<file path="src/dmic_pkg.sv">
`default_nettype none
package dmic_pkg;
  // ********************************************
  // Array geometry
  // ********************************************
  localparam int ENTRIES = 64;
  localparam int IDX_W = 6;
  localparam int IDX_LSB = 2;
  localparam int TAG_LSB = 8;
  localparam int TAG_W = 24;
  localparam int LINE_W = 32;
  localparam int WORD_W = 16;
  localparam int WSEL_BIT = 1;
  localparam int ENT_W = TAG_W + 1 + LINE_W;

  // ********************************************
  // Register map and fields
  // ********************************************
  localparam logic [31:0] OFF_CTL = 32'h0000_0000;
  localparam logic [31:0] OFF_ADDR = 32'h0000_0004;
  localparam logic [31:0] OFF_STAT = 32'h0000_0008;
  localparam int CTL_E = 0;
  localparam int CTL_F = 1;
  localparam int CTL_CE = 2;
  localparam int CTL_C = 3;
  localparam int STA_EN = 0;
  localparam int STA_DIS = 1;
  localparam int STA_BUSY = 2;
  localparam logic RST_E = 1'h0;
  localparam logic RST_F = 1'h0;
  localparam logic [5:0] RST_IDX = 6'h00;
  localparam logic [1:0] RESP_OKAY = 2'h0;
  localparam logic [1:0] RESP_DECERR = 2'h3;

  // ********************************************
  // Fetch sequencer states
  // ********************************************
  typedef enum logic [1:0] {ST_IDLE, ST_LOOK, ST_EXT} dmic_state_t;
endpackage : dmic_pkg
`default_nettype wire

</file>
<file path="src/dmic_arr_if.sv">
`timescale 1ns/1ps
`default_nettype none
// Carries array reads, fills and valid-bit updates between the sequencer and its stores.
interface dmic_arr_if;
  logic rd_en;
  logic [dmic_pkg::IDX_W-1:0] rd_idx;
  logic [dmic_pkg::ENT_W-1:0] rd_data;
  logic wr_en;
  logic [dmic_pkg::IDX_W-1:0] wr_idx;
  logic [dmic_pkg::ENT_W-1:0] wr_data;
  logic clr_all;
  logic clr_one;
  logic [dmic_pkg::IDX_W-1:0] clr_idx;
  logic [dmic_pkg::ENTRIES-1:0] vld;
  modport ctrl (output rd_en, rd_idx, wr_en, wr_idx, wr_data, clr_all, clr_one, clr_idx,
                input rd_data, vld);
  modport mem (input rd_en, rd_idx, wr_en, wr_idx, wr_data, output rd_data);
  modport flags (input wr_en, wr_idx, clr_all, clr_one, clr_idx, output vld);
endinterface : dmic_arr_if
`default_nettype wire

</file>
<file path="src/dmic_top.sv">
`timescale 1ns/1ps
`default_nettype none
module dmic_top (
  // Clock and reset
  input wire logic aclk,
  input wire logic aresetn,
  // Register bus write
  input wire logic [31:0] awaddr,
  input wire logic [2:0] awprot,
  input wire logic awvalid,
  output logic awready,
  input wire logic [31:0] wdata,
  input wire logic [3:0] wstrb,
  input wire logic wvalid,
  output logic wready,
  output logic [1:0] bresp,
  output logic bvalid,
  input wire logic bready,
  // Register bus read
  input wire logic [31:0] araddr,
  input wire logic [2:0] arprot,
  input wire logic arvalid,
  output logic arready,
  output logic [31:0] rdata,
  output logic [1:0] rresp,
  output logic rvalid,
  input wire logic rready,
  // Prefetch request and answer
  input wire logic fetch_valid,
  output logic fetch_ready,
  input wire logic [31:0] fetch_addr,
  input wire logic fetch_instr,
  input wire logic supervisor_space_code_bit,
  output logic fetch_done,
  output logic [31:0] fetch_data,
  // External bus
  output logic address_strobe_n,
  output logic [31:0] ext_addr,
  output logic ext_super,
  input wire logic ext_ack,
  input wire logic [31:0] ext_rdata,
  // Disable pin
  input wire logic cache_disable_n
);
  // ********************************************
  // Declarations
  // ********************************************
  dmic_arr_if ai ();
  dmic_pkg::dmic_state_t st_ff, nxt_st;
  logic cache_disable_n_s1_ff, cache_disable_n_s2_ff;
  logic ctl_e_ff, nxt_e, ctl_f_ff, nxt_f, clr_all_ff, nxt_clr_all, clr_one_ff, nxt_clr_one;
  logic [dmic_pkg::IDX_W-1:0] idx_reg_ff, nxt_idx_reg;
  logic aw_got_ff, nxt_aw_got, w_got_ff, nxt_w_got, wstrb0_ff, nxt_wstrb0;
  logic [31:0] awaddr_ff, nxt_awaddr, wdata_ff, nxt_wdata;
  logic bvalid_ff, nxt_bvalid, rvalid_ff, nxt_rvalid;
  logic [1:0] bresp_ff, nxt_bresp, rresp_ff, nxt_rresp;
  logic [31:0] rdata_ff, nxt_rdata;
  logic [31:0] addr_ff, nxt_addr, ext_addr_ff, nxt_ext_addr, data_ff, nxt_data;
  logic sup_ff, nxt_sup, cache_ff, nxt_cache, done_ff, nxt_done, as_n_ff, nxt_as_n;
  logic eff_en, take, hit, cacheable;
  logic [dmic_pkg::TAG_W-1:0] ent_tag;
  logic ent_sup;
  logic [dmic_pkg::LINE_W-1:0] ent_line;
  logic [dmic_pkg::WORD_W-1:0] hit_word, ext_word;

  // ********************************************
  // Stores
  // ********************************************
  dmic_mem u_mem (
    .aclk(aclk),
    .ai(ai.mem)
  );
  dmic_valid u_valid (
    .aclk(aclk),
    .aresetn(aresetn),
    .ai(ai.flags)
  );

  // Disable pin comes from off chip, so it passes two flops first.
  always_ff @(posedge aclk) begin
    if (!aresetn) begin
      cache_disable_n_s1_ff <= 1'h1;
      cache_disable_n_s2_ff <= 1'h1;
    end else begin
      cache_disable_n_s1_ff <= cache_disable_n;
      cache_disable_n_s2_ff <= cache_disable_n_s1_ff;
    end
  end

  // ********************************************
  // Register bus slave
  // ********************************************
  // Address and data may come in either order; the write commits once both are held.
  assign awready = !aw_got_ff && !bvalid_ff;
  assign wready = !w_got_ff && !bvalid_ff;
  always_comb begin
    nxt_aw_got = aw_got_ff;
    nxt_w_got = w_got_ff;
    nxt_awaddr = awaddr_ff;
    nxt_wdata = wdata_ff;
    nxt_wstrb0 = wstrb0_ff;
    nxt_bvalid = bvalid_ff;
    nxt_bresp = bresp_ff;
    nxt_e = ctl_e_ff;
    nxt_f = ctl_f_ff;
    nxt_idx_reg = idx_reg_ff;
    nxt_clr_all = 1'b0;
    nxt_clr_one = 1'b0;
    if (awvalid && awready) begin
      nxt_aw_got = 1'b1;
      nxt_awaddr = awaddr;
    end
    if (wvalid && wready) begin
      nxt_w_got = 1'b1;
      nxt_wdata = wdata;
      nxt_wstrb0 = wstrb[0];
    end
    if (aw_got_ff && w_got_ff) begin
      nxt_aw_got = 1'b0;
      nxt_w_got = 1'b0;
      nxt_bvalid = 1'b1;
      nxt_bresp = dmic_pkg::RESP_OKAY;
      // All live bits sit in byte lane zero, so other lanes change nothing.
      case (awaddr_ff)
        dmic_pkg::OFF_CTL: begin
          if (wstrb0_ff) begin
            nxt_e = wdata_ff[dmic_pkg::CTL_E];
            nxt_f = wdata_ff[dmic_pkg::CTL_F];
            nxt_clr_all = wdata_ff[dmic_pkg::CTL_C];
            nxt_clr_one = wdata_ff[dmic_pkg::CTL_CE];
          end
        end
        dmic_pkg::OFF_ADDR: begin
          if (wstrb0_ff) begin
            nxt_idx_reg = wdata_ff[dmic_pkg::IDX_LSB +: dmic_pkg::IDX_W];
          end
        end
        dmic_pkg::OFF_STAT: begin
          nxt_bresp = dmic_pkg::RESP_OKAY;
        end
        default: begin
          nxt_bresp = dmic_pkg::RESP_DECERR;
        end
      endcase
    end
    if (bvalid_ff && bready) begin
      nxt_bvalid = 1'b0;
    end
  end

  // Reads answer one cycle after the address is taken; the clear bits always read zero.
  assign arready = !rvalid_ff;
  always_comb begin
    nxt_rvalid = rvalid_ff;
    nxt_rdata = rdata_ff;
    nxt_rresp = rresp_ff;
    if (arvalid && arready) begin
      nxt_rvalid = 1'b1;
      nxt_rdata = 32'h0000_0000;
      nxt_rresp = dmic_pkg::RESP_OKAY;
      case (araddr)
        dmic_pkg::OFF_CTL: begin
          nxt_rdata[dmic_pkg::CTL_E] = ctl_e_ff;
          nxt_rdata[dmic_pkg::CTL_F] = ctl_f_ff;
        end
        dmic_pkg::OFF_ADDR: begin
          nxt_rdata[dmic_pkg::IDX_LSB +: dmic_pkg::IDX_W] = idx_reg_ff;
        end
        dmic_pkg::OFF_STAT: begin
          nxt_rdata[dmic_pkg::STA_EN] = eff_en;
          nxt_rdata[dmic_pkg::STA_DIS] = !cache_disable_n_s2_ff;
          nxt_rdata[dmic_pkg::STA_BUSY] = (st_ff != dmic_pkg::ST_IDLE);
        end
        default: begin
          nxt_rresp = dmic_pkg::RESP_DECERR;
        end
      endcase
    end
    if (rvalid_ff && rready) begin
      nxt_rvalid = 1'b0;
    end
  end

  // Register bus state; reset turns the cache off and unfreezes it.
  always_ff @(posedge aclk) begin
    if (!aresetn) begin
      aw_got_ff <= 1'b0;
      w_got_ff <= 1'b0;
      awaddr_ff <= 32'h0000_0000;
      wdata_ff <= 32'h0000_0000;
      wstrb0_ff <= 1'b0;
      bvalid_ff <= 1'b0;
      bresp_ff <= dmic_pkg::RESP_OKAY;
      rvalid_ff <= 1'b0;
      rdata_ff <= 32'h0000_0000;
      rresp_ff <= dmic_pkg::RESP_OKAY;
      ctl_e_ff <= dmic_pkg::RST_E;
      ctl_f_ff <= dmic_pkg::RST_F;
      idx_reg_ff <= dmic_pkg::RST_IDX;
      clr_all_ff <= 1'b0;
      clr_one_ff <= 1'b0;
    end else begin
      aw_got_ff <= nxt_aw_got;
      w_got_ff <= nxt_w_got;
      awaddr_ff <= nxt_awaddr;
      wdata_ff <= nxt_wdata;
      wstrb0_ff <= nxt_wstrb0;
      bvalid_ff <= nxt_bvalid;
      bresp_ff <= nxt_bresp;
      rvalid_ff <= nxt_rvalid;
      rdata_ff <= nxt_rdata;
      rresp_ff <= nxt_rresp;
      ctl_e_ff <= nxt_e;
      ctl_f_ff <= nxt_f;
      idx_reg_ff <= nxt_idx_reg;
      clr_all_ff <= nxt_clr_all;
      clr_one_ff <= nxt_clr_one;
    end
  end

  assign bvalid = bvalid_ff;
  assign bresp = bresp_ff;
  assign rvalid = rvalid_ff;
  assign rdata = rdata_ff;
  assign rresp = rresp_ff;

  // ********************************************
  // Fetch sequencer
  // ********************************************
  // Pin low overrides the enable bit; neither path touches the entries.
  assign eff_en = ctl_e_ff && cache_disable_n_s2_ff;
  assign fetch_ready = (st_ff == dmic_pkg::ST_IDLE);
  assign take = fetch_valid && fetch_ready;
  assign cacheable = fetch_instr && eff_en;
  assign ent_tag = ai.rd_data[dmic_pkg::ENT_W-1 -: dmic_pkg::TAG_W];
  assign ent_sup = ai.rd_data[dmic_pkg::LINE_W];
  assign ent_line = ai.rd_data[dmic_pkg::LINE_W-1:0];
  // The full upper address is compared even though a narrow bus would alias it.
  assign hit = (ent_tag == addr_ff[31:dmic_pkg::TAG_LSB]) && (ent_sup == sup_ff)
    && ai.vld[addr_ff[dmic_pkg::IDX_LSB +: dmic_pkg::IDX_W]];
  // Bit one low selects the upper, lower-addressed word.
  assign hit_word = addr_ff[dmic_pkg::WSEL_BIT] ? ent_line[15:0] : ent_line[31:16];
  assign ext_word = addr_ff[dmic_pkg::WSEL_BIT] ? ext_rdata[15:0] : ext_rdata[31:16];

  // Array ports: a lookup reads on the take edge, a fill writes on the acknowledge edge.
  assign ai.rd_en = take;
  assign ai.rd_idx = fetch_addr[dmic_pkg::IDX_LSB +: dmic_pkg::IDX_W];
  assign ai.wr_en = (st_ff == dmic_pkg::ST_EXT) && ext_ack && cache_ff && !ctl_f_ff;
  assign ai.wr_idx = addr_ff[dmic_pkg::IDX_LSB +: dmic_pkg::IDX_W];
  assign ai.wr_data = {addr_ff[31:dmic_pkg::TAG_LSB], sup_ff, ext_rdata};
  assign ai.clr_all = clr_all_ff;
  assign ai.clr_one = clr_one_ff;
  assign ai.clr_idx = idx_reg_ff;

  // Cached fetches look up first; others go straight out.
  always_comb begin
    nxt_st = st_ff;
    nxt_addr = addr_ff;
    nxt_sup = sup_ff;
    nxt_cache = cache_ff;
    nxt_ext_addr = ext_addr_ff;
    nxt_as_n = as_n_ff;
    nxt_data = data_ff;
    nxt_done = 1'b0;
    unique case (st_ff)
      dmic_pkg::ST_IDLE: begin
        if (take) begin
          nxt_addr = fetch_addr;
          nxt_sup = supervisor_space_code_bit;
          nxt_cache = cacheable;
          nxt_ext_addr = fetch_instr ? {fetch_addr[31:2], 2'h0} : fetch_addr;
          if (cacheable) begin
            nxt_st = dmic_pkg::ST_LOOK;
          end else begin
            nxt_st = dmic_pkg::ST_EXT;
            nxt_as_n = 1'b0;
          end
        end
      end
      dmic_pkg::ST_LOOK: begin
        if (hit) begin
          nxt_done = 1'b1;
          nxt_data = {16'h0000, hit_word};
          nxt_st = dmic_pkg::ST_IDLE;
        end else begin
          nxt_as_n = 1'b0;
          nxt_st = dmic_pkg::ST_EXT;
        end
      end
      dmic_pkg::ST_EXT: begin
        if (ext_ack) begin
          nxt_as_n = 1'b1;
          nxt_done = 1'b1;
          nxt_data = fetch_instr_word(cache_ff, ext_word, ext_rdata);
          nxt_st = dmic_pkg::ST_IDLE;
        end
      end
    endcase
  end

  // Cacheable instruction answers carry one word; data and uncached answers the whole long word.
  function automatic logic [31:0] fetch_instr_word(input logic is_cached,
    input logic [15:0] word, input logic [31:0] line);
    fetch_instr_word = is_cached ? {16'h0000, word} : line;
  endfunction : fetch_instr_word

  always_ff @(posedge aclk) begin
    if (!aresetn) begin
      st_ff <= dmic_pkg::ST_IDLE;
      addr_ff <= 32'h0000_0000;
      sup_ff <= 1'b0;
      cache_ff <= 1'b0;
      ext_addr_ff <= 32'h0000_0000;
      as_n_ff <= 1'b1;
      data_ff <= 32'h0000_0000;
      done_ff <= 1'b0;
    end else begin
      st_ff <= nxt_st;
      addr_ff <= nxt_addr;
      sup_ff <= nxt_sup;
      cache_ff <= nxt_cache;
      ext_addr_ff <= nxt_ext_addr;
      as_n_ff <= nxt_as_n;
      data_ff <= nxt_data;
      done_ff <= nxt_done;
    end
  end

  assign address_strobe_n = as_n_ff;
  assign ext_addr = ext_addr_ff;
  assign ext_super = sup_ff;
  assign fetch_done = done_ff;
  assign fetch_data = data_ff;
endmodule : dmic_top
`default_nettype wire

</file>
<file path="src/dmic_mem.sv">
`timescale 1ns/1ps
`default_nettype none
module dmic_mem (
  // Clock
  input wire logic aclk,
  // Array port
  dmic_arr_if.mem ai
);
  // Tag, space bit and line per entry; no reset, the valid bits guard them.
  logic [dmic_pkg::ENT_W-1:0] arr_ff [dmic_pkg::ENTRIES];
  logic [dmic_pkg::ENT_W-1:0] nxt_rd_data;
  logic [dmic_pkg::ENT_W-1:0] rd_data_ff;

  // Read data hold their value between reads.
  always_comb begin
    nxt_rd_data = ai.rd_en ? arr_ff[ai.rd_idx] : rd_data_ff;
  end

  // Fills write the whole entry at once.
  always_ff @(posedge aclk) begin
    rd_data_ff <= nxt_rd_data;
    if (ai.wr_en) begin
      arr_ff[ai.wr_idx] <= ai.wr_data;
    end
  end

  assign ai.rd_data = rd_data_ff;
endmodule : dmic_mem
`default_nettype wire

</file>
<file path="src/dmic_valid.sv">
`timescale 1ns/1ps
`default_nettype none
module dmic_valid (
  // Clock and reset
  input wire logic aclk,
  input wire logic aresetn,
  // Valid-bit port
  dmic_arr_if.flags ai
);
  logic [dmic_pkg::ENTRIES-1:0] vld_ff;
  logic [dmic_pkg::ENTRIES-1:0] nxt_vld;

  // One valid bit per entry; a fill wins over a clear in the same cycle.
  for (genvar i = 0; i < dmic_pkg::ENTRIES; i++) begin : g_ent
    always_comb begin
      if (ai.wr_en && ai.wr_idx == dmic_pkg::IDX_W'(i)) begin
        nxt_vld[i] = 1'b1;
      end else if (ai.clr_all || (ai.clr_one && ai.clr_idx == dmic_pkg::IDX_W'(i))) begin
        nxt_vld[i] = 1'b0;
      end else begin
        nxt_vld[i] = vld_ff[i];
      end
    end
  end

  // Reset leaves the whole array invalid.
  always_ff @(posedge aclk) begin
    if (!aresetn) begin
      vld_ff <= '0;
    end else begin
      vld_ff <= nxt_vld;
    end
  end

  assign ai.vld = vld_ff;
endmodule : dmic_valid
`default_nettype wire

</file>
<file path="config.mk">
export PLATFORM = sky130hd
export DESIGN_NAME = dmic_top
export DESIGN_NICKNAME = d
export VERILOG_FILES = /design/src/dmic_pkg.sv /design/src/dmic_arr_if.sv /design/src/dmic_top.sv /design/src/dmic_mem.sv /design/src/dmic_valid.sv
export SDC_FILE = /design/constraint.sdc
export NUM_CORES = 2
export LEC_CHECK = 0
export BUFFER_PORTS_ARGS = -buffer_cell sky130_fd_sc_hd__buf_2
export CAP_MARGIN = 20
export CORE_MARGIN = 2
export CORE_UTILIZATION = 48
export CTS_CLUSTER_DIAMETER = 30
export CTS_CLUSTER_SIZE = 24
export DETAILED_ROUTE_END_ITERATION = 10
export GPL_ROUTABILITY_DRIVEN = 1
export MAX_ROUTING_LAYER = met4
export PLACE_DENSITY_LB_ADDON = 0.15
export SLEW_MARGIN = 20
export SYNTH_ARGS = -nofsm -noshare
export SYNTH_HDL_FRONTEND = slang
export SYNTH_SLANG_ARGS = --single-unit
</file>
<file path="constraint.sdc">
create_clock -name aclk -period 10.4 [get_ports aclk]
set_input_delay 0.52 -clock aclk [delete_from_list [all_inputs] [get_ports aclk]]
set_output_delay 0.52 -clock aclk [all_outputs]
set_load 0.01 [all_outputs]
</file>
==> run_results.csv <==
group,metric,value,unit
job,maxCapViolCount,0,
placed_design,placed_cells,10720,
cts,root_buffer,"clkbuf_16",
placed_design,place_area,0.1570,mm2
global_route,grt-ovfl-total,0,
placed_design,gp_congestion,0.7989,
critical_path,r2r_start,"st_ff[0]$_SDFFE_PN0P_",
critical_path,startpoint,"st_ff[0]$_SDFFE_PN0P_",
cts,h-tree-depth,6,
layout,area_delta_synth_final,22.60,%
detailed_routing,wl_per_cell,34.72,um
cts,numCtsBuffers,718,
power_and_ir_drop,swShare,21.61,%
global_route,grt_pass1_wl,587600,um
power_and_ir_drop,combinationalPowerShare,3.8,%
timing,drv_slew,0,
floorplan,initial_core_util,48.16,%
yosys,ys_seq_elements,3907,
cts,cts_max_path_buffers,4,
timing,slew_headroom,23.78,%
critical_path,required,11.03,ns
layout,fin_nets,7581,
timing,finalHoldViolations,0,
status,status,"finished, final reports clean",
power_and_ir_drop,p_leak,0.06003,uW
yosys,yosysTopAreaCell,"edfxtp_1",
detailed_routing,antenna_left,0,
critical_path,crit_end,"u_mem.arr_ff[23][23]$_DFFE_PP_",
critical_path,cp-start-kind,"flop",
detailed_routing,drc_errors,0,
global_route,antenna_found_initial,26,
placed_design,place.port_buffers,233,
hold_path,whs_path_depth,3,
critical_path,worstPathMaxFanout,36,
cts,cts_tree,"done",
cts,clk_pin_slew,0.05,ns
floorplan,num_io_pins,291,
timing,fin_crit_sh,52.72,%
cts,cts_sinks,3907,
yosys,postSynthCellCount,6506,
cts,clk_latency,1.07,ns
layout,stdcell_area,0.1838,mm2
yosys,synth.distinct_cells,48,
detailed_routing,drt_first_pass_iters,6,
yosys,ys_seq_area_share,76.89,%
placed_design,dpl_worst_slack,4.972,ns
power_and_ir_drop,switchingPower,9366,uW
power_and_ir_drop,power.internal,33980,uW
detailed_routing,drt_iter0_drc,9940,
power_and_ir_drop,p_clk_share,56.0,%
yosys,synth_area,0.1500,mm2
timing,tightest_slew,1.141,ns
global_route,grt_pass1_vias,76170,
power_and_ir_drop,power_density,235.8,mW/mm2
critical_path,arrival,6.11,ns
critical_path,r2r_cells,11,
floorplan,die_h,562.9,um
layout,drive_above_1_share,37.12,%
floorplan,core_area,0.3114,mm2
yosys,async_reset_ff_share,0,%
layout,fin_cells,12150,
hold_path,worstHoldStart,"ext_rdata[20]",
timing,finalClockSkew,0.08764,ns
floorplan,fp-row-count,205,
critical_path,worstSetupPathType,"flop to flop",
timing,setup_ws,4.917,ns
layout,fillers,22120,
power_and_ir_drop,vdd_drop_max,0.0001755,V
timing,tns,0,ns
yosys,synth_most_common_cell,"edfxtp_1",
power_and_ir_drop,seqPwrFrac,40.1,%
yosys,synth_commonest_cells,"edfxtp_1, mux4_2, nand2_1",
global_route,grt_util_all_layers,27.43,%
critical_path,rrSetupSlack,4.92,ns
yosys,yosys-top-cells-area,"edfxtp_1, mux4_2, dfxtp_1",
floorplan,dieArea,0.3169,mm2
global_route,grt_max_degree,135,
detailed_routing,post_drt_via_cell_ratio,6.200,
timing,timing.fmax,182.4,MHz
detailed_routing,dr_total_vias,75350,
timing,rsz0062_at_grt,"no",
yosys,ys_warn_count,0,
cts,cts_hold_buf,97,
critical_path,timing.rr.end,"u_mem.arr_ff[23][23]$_DFFE_PP_",
cts,ctsResizeCount,0,
detailed_routing,wl,422000,um
floorplan,fp.dieW,562.9,um
timing,setup_viol,0,
timing,period_needed,5.483,ns
yosys,yosysTopAreaCellShare,74.19,%
yosys,avgSynthCellArea,23.05,um2
critical_path,end_kind,"flop",
cts,cts_setup_buffers,0,
yosys,synth-edff-count,3705,
yosys,synth_top_flop_cell,"edfxtp_1",
placed_design,hpwl,216800,um
hold_path,hold_path_class,"primary input to flop",
logic make-up (layout without fill, tap and decap cells):
| group | Yosys count | after routing | share of synthesized area [%] |
|---|---|---|---|
| compound gates | 269 | 269 | 1.167 |
| xor+xnor | 25 | 25 | 0.1460 |
| fa+ha+maj | 3 | 3 | 0.02503 |
| buf+inv | 424 | 1901 | 1.287 |
| flops | 3907 | 3907 | 76.89 |
| mux | 1289 | 1289 | 18.62 |
| other cells | 1 | 31 | 0.002501 |
| simple gates | 588 | 588 | 1.863 |
per-layer routing:
metal / track usage (%) / routed length [um]
met1: 38.46 / 170100
met2: 41.98 / 203600
met3: 4.953 / 37760
met4: 7.211 / 10490
met5: - / 0
worst max-delay path, stage by stage, from the launching register on:
cell and delay [ns]:
dfxtp_1 0.33, inv_1 0.09, ha_2 0.17, buf_4 0.61, nand2_1 0.21, nor3b_1 0.26, buf_4 0.19, and2_1 0.20
nand3_1 0.60, nor2_4 0.90, buf_4 0.66, buf_4 0.70
placed cells by master, fill, tap and decap left out, types with 9 or more instances in the layout:
cell type,netlist,final
dfxtp_2,0,26
clkinv_2,0,103
bufinv_16,0,122
mux4_2,1199,1199
dfxtp_1,202,176
nand3b_1,10,10
a21oi_1,64,63
inv_6,0,47
dlygate4sd3_1,0,98
nor2b_1,54,54
clkinvlp_4,0,89
inv_1,10,9
clkinv_1,0,61
buf_4,61,218
nand2_1,268,266
nor3b_1,13,12
nand4_1,10,10
clkbuf_16,0,721
a21boi_0,78,78
a211oi_1,18,18
o21a_1,48,48
nor2_1,93,33
nor2_4,0,59
clkbuf_8,0,12
nor4_1,20,18
buf_2,80,219
nor3_1,13,9
clkinv_4,0,48
buf_12,0,19
nand2b_1,54,53
clkbuf_1,219,77
mux2i_1,79,79
xnor2_1,25,25
clkinv_16,0,40
edfxtp_1,3705,3705
and2_1,22,21
conb_1,1,24
nand3_1,12,12
o21ai_0,47,47
mux2_2,11,11
power groups by stage:
stage | Combinational [uW] | Sequential [uW] | Clock [uW]
final | 1670 | 17400 | 24300
after detailed placement | 1650 | 17700 | 0
after CTS | 1690 | 17400 | 24500
after global routing | 1770 | 17400 | 25300
after floorplan | 921 | 17700 | 0
after global placement | 1620 | 17700 | 0
per-stage QoR:
stage / hold WS [ns] / total power (uW) / util, %
detailed placement: 0.4086 / 19340 / 50.43
CTS: 0.0003163 / 43610 / 59.02
global route: 0.01287 / 44460 / 59.04
global placement: 0.4078 / 19310 / 50.42
floorplan: 0.3863 / 18670 / -
finish: 0.007251 / 43350 / 59.04
sequential cells by signal, summed over array words and instances (netlist names), 2 cells and up:
signal,count
rdata,8
u_valid.ai.vld,64
ai.clr_idx,6
addr_ff,30
wdata_ff,8
u_mem.arr_ff,3648
ext_addr,3
awaddr_ff,32
st_ff,2
fetch_data,32
u_mem.ai.rd_data,57
worst min-delay path by stage:
stage                                        to  slack, ns
3_5_place_dp   cache_disable_n_s2_ff$_SDFF_PN1_       0.41
6_report            fetch_data[20]$_SDFFE_PN0P_      0.007
2_1_floorplan  cache_disable_n_s2_ff$_SDFF_PN1_       0.39
3_3_place_gp   cache_disable_n_s2_ff$_SDFF_PN1_       0.41
4_1_cts                   w_got_ff$_SDFFE_PP0P_     0.0003
5_1_grt             fetch_data[20]$_SDFFE_PN0P_       0.01
final cells by class:
type                    count  area [um2]  share of cell area, %
repair buffers            561        4189                  2.279
flip-flops and latches   3907      115300                  62.73
clock inverters           522        7308                  3.975
well taps                4140        5180                  2.818
inverters                  10       42.54                0.02314
multi-input cells        2198       33310                  18.12
diodes                      7       17.52               0.009528
clock buffers             808       18470                  10.05
(Power assumes the default switching activity.)
